[config.mk]
export PLATFORM = sky130hd
export DESIGN_NAME = mcdbo_core
export DESIGN_NICKNAME = d
export VERILOG_FILES = /design/src/mcdbo_pkg.sv /design/src/mcdbo_core.sv
export VERILOG_INCLUDE_DIRS = /design/src
export SDC_FILE = /design/constraint.sdc
export NUM_CORES = 1
export LEC_CHECK = 0
export ABC_AREA = 0
export BUFFER_PORTS_ARGS = -buffer_cell sky130_fd_sc_hd__clkbuf_2
export CAP_MARGIN = 10
export CORE_ASPECT_RATIO = 2
export CORE_MARGIN = 3
export CORE_UTILIZATION = 57
export DETAILED_ROUTE_END_ITERATION = 10
export PLACE_DENSITY = 0.86
export SLEW_MARGIN = 30
export SYNTH_ARGS = -nofsm -noshare
export SYNTH_HDL_FRONTEND = slang
export SYNTH_SLANG_ARGS = --single-unit
[constraint.sdc]
create_clock -name i_mclk -period 6.17 [get_ports i_mclk]
set_input_delay 0.617 -clock i_mclk [delete_from_list [all_inputs] [get_ports i_mclk]]
set_output_delay 0.617 -clock i_mclk [all_outputs]
set_load 0.01 [all_outputs]
[src/mcdbo_regs.svh]
/*
 * Constants of the compare / decrement / decimal-adjust datapath slice:
 * reset values, adjust figures and cycle counts.
 * Assumes it is included by bare name wherever these macros are needed.
 */
`ifndef MCDBO_REGS_SVH
`define MCDBO_REGS_SVH

// reset values
`define MCDBO_RST_BYTE 8'h00
`define MCDBO_RST_ADDR 6'h00
`define MCDBO_RST_BIT 1'b0

// register addressing
`define MCDBO_ADDR_W 6
`define MCDBO_DATA_W 8

// destination select field values
`define MCDBO_DEST_ACCUM 1'b0
`define MCDBO_DEST_REG 1'b1

// decimal adjust figures
`define MCDBO_ADJ_LO_ADD 8'h06
`define MCDBO_ADJ_HI_ADD 8'h60
`define MCDBO_NIB_MAX 4'h9

// cycle counts of the documented instructions
`define MCDBO_CYC_PLAIN 1
`define MCDBO_CYC_SKIP 2

`endif

[src/mcdbo_pkg.sv]
/*
 * Types of the compare / decrement / decimal-adjust datapath slice:
 * operation codes, state codes, request and result carriers.
 * Assumes mcdbo_regs.svh is on the include path.
 */
`default_nettype none
`include "mcdbo_regs.svh"

package mcdbo_pkg;

    typedef enum logic [1:0] {
        MCDBO_OP_COMPARE_ACC_WITH_REG = 2'h0,
        MCDBO_OP_DECREMENT_REG = 2'h1,
        MCDBO_OP_DECIMAL_ADJUST_ACC = 2'h2,
        MCDBO_OP_DECREMENT_SKIP_IF_ZERO = 2'h3
    } mcdbo_op_t;

    typedef enum logic [1:0] {
        MCDBO_ST_RUN = 2'b01,
        MCDBO_ST_SKIP = 2'b10
    } mcdbo_fsm_t;

    // one decoded instruction with its operands
    typedef struct packed {
        mcdbo_op_t op;
        logic [`MCDBO_ADDR_W-1:0] reg_addr;
        logic dest;
        logic [`MCDBO_DATA_W-1:0] reg_data;
        logic [`MCDBO_DATA_W-1:0] accumulator;
        logic carry;
    } mcdbo_req_t;

    // write-back of one instruction; enables are one-cycle pulses
    typedef struct packed {
        logic accum_we;
        logic [`MCDBO_DATA_W-1:0] accum_data;
        logic reg_we;
        logic [`MCDBO_ADDR_W-1:0] reg_addr;
        logic [`MCDBO_DATA_W-1:0] reg_data;
        logic zero_we;
        logic zero;
        logic carry_we;
        logic carry;
        logic squash;
    } mcdbo_res_t;

    typedef struct packed {
        mcdbo_fsm_t fsm;
        logic busy;
        mcdbo_res_t res;
    } mcdbo_state_t;

endpackage : mcdbo_pkg

`default_nettype wire

[src/mcdbo_core.sv]
/*
 * Execution slice of an 8-bit core for four instructions: compare the
 * accumulator with a register, decrement a register, decimal-adjust the
 * accumulator, decrement and skip if zero. Each request is taken in one
 * cycle and its write-back appears, registered, in the next.
 * Assumes the core presents operands already read (register 0..63 and the
 * accumulator), applies the write-back pulses, and drops the instruction
 * fetched behind a skip while o_squash is high.
 */
//
// Notes on behaviour
// - compare: register minus accumulator, zero and carry updated, one cycle.
// - compare discards its difference; accumulator and register stay untouched.
// - decrement: register minus one to accumulator or register; zero only; one cycle.
// - decimal adjust rewrites the accumulator in packed decimal; carry only; one cycle.
// - decrement-and-skip stores register minus one to accumulator or register.
// - zero result cancels the fetched next instruction; two cycles, else one.
`timescale 1ns/1ps
`default_nettype none
`include "mcdbo_regs.svh"

module mcdbo_core (
    input wire logic i_mclk,
    input wire logic i_rst,
    input wire logic i_req_valid,
    input wire mcdbo_pkg::mcdbo_req_t i_req,
    output logic o_busy,
    output mcdbo_pkg::mcdbo_res_t o_res
);

    mcdbo_pkg::mcdbo_state_t st;
    mcdbo_pkg::mcdbo_state_t next_st;

    // arithmetic results, computed for every request
    logic [`MCDBO_DATA_W:0] diff_ext;
    logic [`MCDBO_DATA_W-1:0] dec_val;
    logic [`MCDBO_DATA_W-1:0] adj_val;
    logic adj_carry;
    logic dec_is_zero;
    logic take;

    // a request arriving during the skip cycle is the squashed instruction
    assign take = i_req_valid && (st.fsm == mcdbo_pkg::MCDBO_ST_RUN);

    // ninth bit of the widened difference is the borrow; carry is its inverse
    assign diff_ext = {1'b0, i_req.reg_data} - {1'b0, i_req.accumulator};
    assign dec_val = i_req.reg_data - 8'h01;
    assign dec_is_zero = (dec_val == `MCDBO_RST_BYTE);

    always_comb begin
        logic [`MCDBO_DATA_W-1:0] lo_fix;
        logic [`MCDBO_DATA_W-1:0] step;
        lo_fix = `MCDBO_RST_BYTE;
        step = i_req.accumulator;
        adj_carry = `MCDBO_RST_BIT;
        // low nibble first; its carry may push the high nibble past nine
        if (i_req.accumulator[3:0] > `MCDBO_NIB_MAX) begin
            lo_fix = `MCDBO_ADJ_LO_ADD;
        end
        step = i_req.accumulator + lo_fix;
        if ((step[7:4] > `MCDBO_NIB_MAX) || i_req.carry) begin
            step = step + `MCDBO_ADJ_HI_ADD;
            adj_carry = 1'b1;
        end
        adj_val = step;
    end

    always_comb begin
        next_st = st;
        // enables and squash are pulses; cleared unless set below
        next_st.res.accum_we = 1'b0;
        next_st.res.reg_we = 1'b0;
        next_st.res.zero_we = 1'b0;
        next_st.res.carry_we = 1'b0;
        next_st.res.squash = 1'b0;
        next_st.busy = 1'b0;
        case (st.fsm)
            mcdbo_pkg::MCDBO_ST_RUN: begin
                if (take) begin
                    next_st.res.reg_addr = i_req.reg_addr;
                    case (i_req.op)
                        mcdbo_pkg::MCDBO_OP_COMPARE_ACC_WITH_REG: begin
                            // difference goes to flags only, no data enable
                            next_st.res.zero_we = 1'b1;
                            next_st.res.zero = (diff_ext[7:0] == `MCDBO_RST_BYTE);
                            next_st.res.carry_we = 1'b1;
                            next_st.res.carry = ~diff_ext[8];
                            next_st.res.accum_we = 1'b0;
                            next_st.res.reg_we = 1'b0;
                        end
                        mcdbo_pkg::MCDBO_OP_DECREMENT_REG: begin
                            if (i_req.dest == `MCDBO_DEST_REG) begin
                                next_st.res.reg_we = 1'b1;
                                next_st.res.reg_data = dec_val;
                            end else begin
                                next_st.res.accum_we = 1'b1;
                                next_st.res.accum_data = dec_val;
                            end
                            next_st.res.zero_we = 1'b1;
                            next_st.res.zero = dec_is_zero;
                        end
                        mcdbo_pkg::MCDBO_OP_DECIMAL_ADJUST_ACC: begin
                            next_st.res.accum_we = 1'b1;
                            next_st.res.accum_data = adj_val;
                            next_st.res.carry_we = 1'b1;
                            next_st.res.carry = adj_carry;
                        end
                        mcdbo_pkg::MCDBO_OP_DECREMENT_SKIP_IF_ZERO: begin
                            // flags are left alone by this instruction
                            if (i_req.dest == `MCDBO_DEST_REG) begin
                                next_st.res.reg_we = 1'b1;
                                next_st.res.reg_data = dec_val;
                            end else begin
                                next_st.res.accum_we = 1'b1;
                                next_st.res.accum_data = dec_val;
                            end
                            if (dec_is_zero) begin
                                next_st.res.squash = 1'b1;
                                next_st.busy = 1'b1;
                                next_st.fsm = mcdbo_pkg::MCDBO_ST_SKIP;
                            end
                        end
                        default: begin
                            next_st.res.squash = 1'b0;
                        end
                    endcase
                end
            end
            mcdbo_pkg::MCDBO_ST_SKIP: begin
                // the dropped instruction runs as a no-operation here
                next_st.fsm = mcdbo_pkg::MCDBO_ST_RUN;
            end
            default: begin
                next_st.fsm = mcdbo_pkg::MCDBO_ST_RUN;
            end
        endcase
    end

    always_ff @(posedge i_mclk) begin
        if (i_rst) begin
            st.fsm <= mcdbo_pkg::MCDBO_ST_RUN;
            st.busy <= 1'b0;
            st.res.accum_we <= 1'b0;
            st.res.accum_data <= `MCDBO_RST_BYTE;
            st.res.reg_we <= 1'b0;
            st.res.reg_addr <= `MCDBO_RST_ADDR;
            st.res.reg_data <= `MCDBO_RST_BYTE;
            st.res.zero_we <= 1'b0;
            st.res.zero <= `MCDBO_RST_BIT;
            st.res.carry_we <= 1'b0;
            st.res.carry <= `MCDBO_RST_BIT;
            st.res.squash <= 1'b0;
        end else begin
            st <= next_st;
        end
    end

    assign o_busy = st.busy;
    assign o_res = st.res;

endmodule : mcdbo_core

`default_nettype wire

==> impl_metrics.tcl, run 1 <==
set metrics [dict create \
    initial_core_util_pct 61.3 \
    setup_ws_ps 3430 \
    r2r_start "st[30]$_SDFFE_PP1P_" \
    postSynthAreaPerCell_um2 7.98 \
    startpoint "i_req[4]" \
    fin_cells 342 \
    cts_inserted_buffers 5 \
    clock-sinks 31 \
    overflow 0 \
    worst_pin_slew_ps 858 \
    cts.reportedPaths.clkPinSlew_ps 70 \
    rsz0062_at_grt "no" \
    synth_most_common_cell "dfxtp_1" \
    grt_use_total_pct 22.5 \
    hp-start "o_res[18]$_SDFFE_PP0P_" \
    die_x_um 49.3 \
    ys_warn_count 0 \
    num-nets-final 335 \
    grt_start_max_net_pins 31 \
    first_pass_iters 4 \
    ctsResizeCount 0 \
    detailroute.via_count 1927 \
    drt-total-wl_um 4860 \
    pre_cts_ws_ps 3140 \
    stdcell_area_um2 2330 \
    crit_chain "clkbuf_2 -> inv_1 -> nor2_1 -> mux2_2 -> ha_1 -> o211a_4 -> or3_4 -> a31o_4 -> mux2_4 -> o221a_1 -> nor3_2" \
    synth-main-ff-cell "dfxtp_1" \
    synth_cells 268 \
    whs_ps 452 \
    netlist_area_um2 2140 \
    clkLatencyLatePin_ps 290 \
    hold_viol 0 \
    grt_pass1_vias 1828 \
    worst_clock_skew_ps 6.42 \
    ant_nets 0 \
    synth_nets 310 \
    drive_gt1_share_pct 25.5 \
    grt_pass1_wl_um 7920 \
    rows 30 \
    holdBufCountCts 0 \
    io_pins 59 \
    synth_common_cells "31 x dfxtp_1, 29 x buf_4, 26 x nand2_1, 26 x nor2_1, 15 x a21oi_1" \
    cp_slowest_cell "or3_4" \
    clk_path_buf_depth 2 \
    finalSetupTns_ps 0 \
    die_h_um 92.6 \
    peakVddDrop_uv 147 \
    port-buffer-count 58 \
    dp.cells 334 \
    required_ps 6390 \
    fmax_ghz 0.365 \
    num_antenna_cells 0 \
    placed_area_um2 2220 \
    synth_area_leader_cell "dfxtp_1" \
    vias_per_cell 5.63 \
    drt-initial-drc-count 49 \
    h-tree-depth 2 \
    setup.worst_path.start_class "input pin" \
    area_growth_pct 8.77 \
    cp_max_fo 6 \
    synth_edf_count 0 \
    post-route-util_pct 66.7 \
    coreArea_um2 3490 \
    synth_cell_types 48 \
    final-setup-viol-count 0 \
    slew_headroom_pct 42.6 \
    cellPowerDensity_nw_per_um2 220 \
    async_flop_share_pct 0 \
    antenna_found_initial 0 \
    p_leak_nw 1.06 \
    p_total_mw 0.511 \
    root_buffer "clkbuf_8" \
    synth_seq_cells 31 \
    slew_violations 0 \
    routabilityCongestion 0.915 \
    critPathKind "input pin to flop" \
    min_period_ps 2740 \
    die_area_um2 4570 \
    slowest_delay_ps 340 \
    min_period_over_period_pct 44.4 \
    synth_seq_area_share_pct 29.0 \
    cts_tree "built" \
    drt-wirelength-per-cell_um 14.2 \
    status "complete, no violations" \
    critPathCaptureType "flop" \
    postCtsSetupBuffers 0 \
    hp-class "flop to flop" \
    drv_cap 0 \
    synth_area_leaders "dfxtp_1 29%, buf_4 10%, ha_1 7.0%" \
    synth_top_area_share_pct 29.0 \
    hpwlAfterDp_um 3930 \
    critPathArrivalTime_ps 2960 \
    route.detailed.drc 0 \
]
-- kinds of logic (layout without fill, tap and decap cells) --
| family | after synthesis | in the layout | share of synthesized area (%) |
|---|---|---|---|
| compound gates | 61 | 61 | 19.4 |
| mux | 5 | 5 | 2.63 |
| xor+xnor | 13 | 13 | 5.32 |
| flops | 31 | 31 | 29.0 |
| fa+ha+maj | 13 | 13 | 7.95 |
| simple gates | 92 | 92 | 20.9 |
| buf+inv | 53 | 79 | 14.7 |
-- power by group --
part	leakage [nW]	total [mW]	internal, mW	switching (mW)
sequential	0.254	0.214	0.210	0.00436
combinational	0.752	0.119	0.0496	0.0693
clock	0.0505	0.178	0.101	0.0768
-- layout make-up --
| class | count | area (µm²) |
|---|---|---|
| tap | 48 | 60.1 |
| clock inverter | 1 | 7.51 |
| fill | 337 | 1160 |
| sequential | 31 | 621 |
| clock buffer | 7 | 96.3 |
| inverter | 13 | 48.8 |
| timing repair buffer | 58 | 290 |
| multi-input combinational | 184 | 1200 |
-- worst max-delay path: cells and delay by family --
| family | cells | cell delay, ps |
|---|---|---|
| AOI/OAI and AO/OA | 3 | 750 |
| muxes | 2 | 560 |
| and+or+nand+nor | 3 | 510 |
| buffers and inverters | 2 | 270 |
| adders and majority gates | 1 | 230 |
-- placed cells by master (no fill, tap or decap), types with 3 or more instances in the layout --
cell / netlist / final
clkbuf_2: 0 / 58
dfxtp_1: 31 / 31
nor2_1: 26 / 26
nand2_1: 26 / 26
a21oi_1: 15 / 15
inv_1: 13 / 13
o21ai_0: 13 / 13
ha_1: 12 / 12
nor3_1: 8 / 8
xor2_1: 7 / 7
a211oi_1: 7 / 7
clkbuf_8: 0 / 7
xnor2_1: 6 / 6
nand2b_1: 6 / 6
nand3_1: 6 / 6
o211ai_1: 4 / 4
a31oi_1: 4 / 4
and3_1: 3 / 3
o22ai_1: 3 / 3
mux2i_1: 3 / 3
nor3b_1: 3 / 3
-- final timing paths --
kind / end / slack (ps) / depth (start not counted)
worst max-delay path: o_res[26]$_SDFFE_PP0P_ / 3430 / 11
worst min register to register: o_res[18]$_SDFFE_PP0P_ / 450 / 2
worst max register to register: o_res[7]$_SDFFE_PP0P_ / 4240 / 5
worst min-delay path: o_res[18]$_SDFFE_PP0P_ / 450 / 2
-- sequential cells by signal, indices dropped and copies added, names as in the netlist --
signal	cells
o_res	29
st	2
-- per-layer routing --
metal / GRT usage (%) / share of wire, % / wire, µm
met1: 20.8 / 34 / 1670
met2: 41.7 / 54 / 2650
met3: 3.22 / 5.4 / 262
met4: 18.5 / 5.7 / 278
met5: 0 / 0 / 0
No activity file was read; power rests on OpenSTA's default activity.
==> run 2: changes to the inputs <==
--- a/config.mk
+++ b/config.mk
@@ -11,9 +11,9 @@
 export CAP_MARGIN = 10
 export CORE_ASPECT_RATIO = 2
 export CORE_MARGIN = 3
-export CORE_UTILIZATION = 57
+export CORE_UTILIZATION = 47
 export DETAILED_ROUTE_END_ITERATION = 10
-export PLACE_DENSITY = 0.86
+export PLACE_DENSITY = 0.76
 export SLEW_MARGIN = 30
 export SYNTH_ARGS = -nofsm -noshare
 export SYNTH_HDL_FRONTEND = slang
==> constraint.sdc (replaced) <==
create_clock -name i_mclk -period 2.5 [get_ports i_mclk]
set_input_delay 0.25 -clock i_mclk [delete_from_list [all_inputs] [get_ports i_mclk]]
set_output_delay 0.25 -clock i_mclk [all_outputs]
set_load 0.01 [all_outputs]
==> run 2 against run 1 <==
Compared with the run above: design area up 3.9%; final cell count up 5.8%; global-route usage down 2.7 points; core utilization down 11 points; clock skew up 1.1 ps; clock power up 100%; hold slack worse by 260 ps; routed wire length up 3.3%; largest cell class unchanged; worst setup slack worse by 3200 ps; count of clock-buffer cells in the layout unchanged; sequential cell count unchanged; via count up 0.67%.
==> impl_metrics.tcl, run 2 (synthesis gave the netlist of run 1 again) <==
set metrics [dict create \
    holdBufCountCts 0 \
    final-setup-viol-count 0 \
    stdcell_area_um2 2420 \
    crit_chain "clkbuf_2 -> inv_1 -> mux2_2 -> ha_1 -> o211a_4 -> or3_4 -> a31o_4 -> mux2_4 -> o221a_1 -> nor3_2" \
    io_pins 59 \
    grt_start_max_net_pins 30 \
    vias_per_cell 5.36 \
    clk_path_buf_depth 2 \
    die_h_um 101 \
    fillers 423 \
    peakVddDrop_uv 273 \
    port-buffer-count 58 \
    postCtsSetupBuffers 0 \
    hp-class "input pin to flop" \
    crit_buf_inv 2 \
    cts.reportedPaths.clkPinSlew_ps 60 \
    ctsResizeCount 0 \
    num-nets-final 349 \
    hpwlAfterDp_um 4220 \
    route.detailed.drc 0 \
    grt_pass1_wl_um 8170 \
    largest_reg_flops 29 \
    critPathCaptureType "flop" \
    h-tree-depth 2 \
    worst_clock_skew_ps 7.54 \
    routabilityCongestion 0.970 \
    cts_tree "built" \
    crit_family "compound AO/OA/AOI/OAI gates" \
    final_cell_mix "58 x clkbuf_2, 31 x dfxtp_1, 26 x nor2_1, 26 x nand2_1, 15 x a21oi_1" \
    critPathKind "input pin to flop" \
    cp_max_fo 5 \
    p_leak_nw 1.12 \
    cellPowerDensity_nw_per_um2 499 \
    drt-total-wl_um 5020 \
    coreArea_um2 4380 \
    first_pass_iters 4 \
    slew_violations 0 \
    rows 34 \
    detailroute.via_count 1940 \
    initial_core_util_pct 48.8 \
    drt-initial-drc-count 26 \
    clkLatencyLatePin_ps 270 \
    critPathArrivalTime_ps 2440 \
    grt_use_total_pct 19.9 \
    min_period_ps 2240 \
    cts_inserted_buffers 5 \
    area_growth_pct 13.0 \
    slew_headroom_pct 60.9 \
    root_buffer "clkbuf_8" \
    rsz0062_at_grt "no" \
    clock-sinks 31 \
    slowest_delay_ps 340 \
    die_x_um 53.7 \
    worst_pin_slew_ps 580 \
    p_total_mw 1.21 \
    antenna_found_initial 0 \
    mostFrequentLayoutCell "clkbuf_2" \
    setup.worst_path.start_class "input pin" \
    fmax_ghz 0.446 \
    die_area_um2 5450 \
    drt-wirelength-per-cell_um 13.9 \
    overflow 0 \
    finalSetupTns_ps 0 \
    placed_area_um2 2340 \
    required_ps 2700 \
    status "complete, no violations" \
    hold_viol 0 \
    grt_pass1_vias 1916 \
    ant_nets 0 \
    drive_gt1_share_pct 28.2 \
    drv_cap 0 \
    num_antenna_cells 0 \
    cp_slowest_cell "mux2_2" \
    min_period_over_period_pct 89.8 \
]
run 2: cell count changes in the layout (fill, tap and decap cells not counted):
cell	previous run	this run
clkbuf_8	7	5
buf_4	0	14
clkbuf_1	0	2
clkinv_2	0	1
clkinvlp_4	1	0
run 2: worst paths after layout:
| kind | slack, ps | end | from | depth (start not counted) |
|---|---|---|---|---|
| worst max-delay path | 260 | o_res[26]$_SDFFE_PP0P_ | i_req[3] | 10 |
| worst min-delay path | 190 | o_res[14]$_SDFFE_PP0P_ | i_req[19] | 3 |
| worst max register to register | 810 | o_res[3]$_SDFFE_PP0P_ | st[30]$_SDFFE_PP1P_ | 6 |
| worst min register to register | 450 | o_res[15]$_SDFFE_PP0P_ | o_res[15]$_SDFFE_PP0P_ | 2 |
run 2: area by class of cell:
type / count / area [µm²] / share of cell area (%)
multi-input cells: 184 / 1200 / 49.8
flip-flops and latches: 31 / 621 / 25.7
repair buffers: 72 / 395 / 16.4
clock buffers: 7 / 76.3 / 3.16
well taps: 54 / 67.6 / 2.80
inverters: 13 / 48.8 / 2.02
clock inverters: 1 / 5.00 / 0.207
run 2: worst min-delay path: stages:
cell	delay, ps
clkbuf_2	80
nand2_1	40
a21oi_1	50
run 2: per-layer routing:
metal	wire, µm	GRT usage (%)	vias up
met1	1750	19.1	870
met4	285	14.8	0
li1	-	-	985
met3	212	1.77	23
met5	0	0	-
met2	2780	36.4	62
run 2: stage by stage:
step	hold WS [ps]	cells	util (%)	worst slack, ps
6_report	192	362	55.2	256
5_1_grt	199	362	55.2	156
4_1_cts	189	362	55.2	257
3_5_place_dp	449	354	53.3	-25.7
3_3_place_gp	442	354	53.3	35.8
2_1_floorplan	346	268	-	18.7
run 2: power by group:
part           internal [mW]  total, mW  switching (mW)
clock network          0.195      0.362           0.168
logic                  0.137      0.314           0.177
registers              0.518      0.529          0.0107
==> run 3: changes to the inputs <==
--- a/config.mk
+++ b/config.mk
@@ -11,9 +11,9 @@
 export CAP_MARGIN = 10
 export CORE_ASPECT_RATIO = 2
 export CORE_MARGIN = 3
-export CORE_UTILIZATION = 47
+export CORE_UTILIZATION = 57
 export DETAILED_ROUTE_END_ITERATION = 10
-export PLACE_DENSITY = 0.76
+export PLACE_DENSITY = 0.86
 export SLEW_MARGIN = 30
 export SYNTH_ARGS = -nofsm -noshare
 export SYNTH_HDL_FRONTEND = slang
==> constraint.sdc (replaced) <==
create_clock -name i_mclk -period 2.8 [get_ports i_mclk]
set_input_delay 0.28 -clock i_mclk [delete_from_list [all_inputs] [get_ports i_mclk]]
set_output_delay 0.28 -clock i_mclk [all_outputs]
set_load 0.01 [all_outputs]
==> run 3 against run 2 <==
Compared with the run above: global-route usage rose by 3.5 points; sequential cell count unchanged; critical path depth rose by 1; hold slack better by 20 ps; total power shrank 1.3%; combinational power decreased by 16%; critical path type unchanged; critical endpoint unchanged.
==> impl_metrics.tcl, run 3 (synthesis gave the netlist of run 1 again) <==
set metrics [dict create \
    p_leak_nw 1.08 \
    hpwlAfterDp_um 3940 \
    rrSetupSlack_ps 910 \
    coreArea_um2 3490 \
    r2r_start "st[30]$_SDFFE_PP1P_" \
    rsz0062_at_grt "no" \
    finalSetupTns_ps 0 \
    setup.worst_path.start_class "input pin" \
    critPathArrivalTime_ps 2640 \
    clock-sinks 31 \
    num-nets-final 337 \
    grt_pass1_wl_um 8360 \
    ctsResizeCount 0 \
    met2_usage_pct 45.2 \
    hp-start "i_req[22]" \
    io_pins 59 \
    min_delay_path_depth 3 \
    h-tree-depth 2 \
    port-buffer-count 58 \
    root_buffer "clkbuf_8" \
    hp-class "input pin to flop" \
    reg2regPathDepth 6 \
    vias_per_cell 5.65 \
    clk_path_buf_depth 2 \
    slew_violations 0 \
    initial_core_util_pct 61.3 \
    grt_use_total_pct 23.3 \
    mostFrequentLayoutCell "clkbuf_2" \
    grt-busiest-layer "met2" \
    area_growth_pct 10.1 \
    num_antenna_cells 0 \
    drt-wirelength-per-cell_um 14.2 \
    detailroute.via_count 1943 \
    grt_start_max_net_pins 31 \
    holdBufCountCts 0 \
    antenna_found_initial 0 \
    min_period_ps 2420 \
    final-setup-viol-count 0 \
    min_period_over_period_pct 86.6 \
    worst_pin_slew_ps 763 \
    drt-initial-drc-count 33 \
    critPathKind "input pin to flop" \
    grt_use_met3_pct 3.22 \
    cp_max_fo 6 \
    grt_pass1_vias 1927 \
    slew_headroom_pct 48.9 \
    routabilityCongestion 0.892 \
    setup_ws_ps 376 \
    drive_gt1_share_pct 26.0 \
    die_h_um 92.6 \
    fmax_ghz 0.413 \
    ant_nets 0 \
    rows 30 \
    hold_viol 0 \
    required_ps 3010 \
    clkLatencyLatePin_ps 280 \
    drv_cap 0 \
    final_cell_mix "58 x clkbuf_2, 31 x dfxtp_1, 26 x nor2_1, 26 x nand2_1, 15 x a21oi_1" \
    met1_usage_pct 20.9 \
    critPathCaptureType "flop" \
    die_x_um 49.3 \
    postCtsSetupBuffers 0 \
    die_area_um2 4570 \
    drt-total-wl_um 4900 \
    cts_inserted_buffers 5 \
    status "complete, no violations" \
    first_pass_iters 4 \
    route.detailed.drc 0 \
    cts.reportedPaths.clkPinSlew_ps 70 \
    r2r_end "o_res[27]$_SDFFE_PP0P_" \
    worst_clock_skew_ps 4.95 \
    largest_reg_flops 29 \
    cellPowerDensity_nw_per_um2 505 \
    pre_cts_ws_ps 93.7 \
    peakVddDrop_uv 396 \
    overflow 0 \
    cts_tree "built" \
    hold_end "o_res[17]$_SDFFE_PP0P_" \
]
run 3: final cells by class:
class / instances / area (µm²)
clock buffer: 6 / 82.6
clock inverter: 2 / 35.0
fill: 336 / 1130
inverter: 13 / 48.8
multi-input combinational: 184 / 1200
sequential: 31 / 621
tap: 48 / 60.1
timing repair buffer: 60 / 305
run 3: power by group:
part | internal, mW | total, mW | switching, mW
registers | 0.462 | 0.472 | 0.00996
clock network | 0.288 | 0.453 | 0.166
logic | 0.111 | 0.264 | 0.153
total | 0.861 | 1.19 | 0.329
run 3: worst max-delay path, cell delays in order:
cell,delay (ps)
clkbuf_2,130
inv_1,140
nor2_1,90
mux2_2,270
ha_1,250
o211a_4,270
or3_4,340
a31o_4,260
mux2_4,290
o221a_1,230
nor3_2,90
run 3: per-layer routing:
layer | share of wire, % | wire length (µm)
met5 | 0 | 0
met4 | 4.5 | 219
met3 | 4.5 | 219
met2 | 57 | 2790
met1 | 34 | 1670
run 3: stage by stage:
step	utilization [%]	instances	power (mW)	hold WS, ps	cell area [µm²]
finish	67.5	344	1.19	211	2360
global route	67.5	344	1.25	216	2360
CTS	67.5	344	1.20	206	2360
detailed placement	64.1	336	0.743	446	2240
global placement	64.1	336	0.737	441	2240
floorplan	-	268	0.682	376	2140
run 3: worst max-delay path by stage:
stage / start / to / slack [ps] / depth (start not counted)
5_1_grt: i_req[4] / o_res[26]$_SDFFE_PP0P_ / 270 / 11
2_1_floorplan: i_req[3] / o_res[26]$_SDFFE_PP0P_ / 290 / 10
6_report: i_req[4] / o_res[26]$_SDFFE_PP0P_ / 380 / 11
4_1_cts: i_req[4] / o_res[26]$_SDFFE_PP0P_ / 390 / 11
3_5_place_dp: i_req[4] / o_res[26]$_SDFFE_PP0P_ / 90 / 11
3_3_place_gp: i_req[4] / o_res[26]$_SDFFE_PP0P_ / 180 / 11
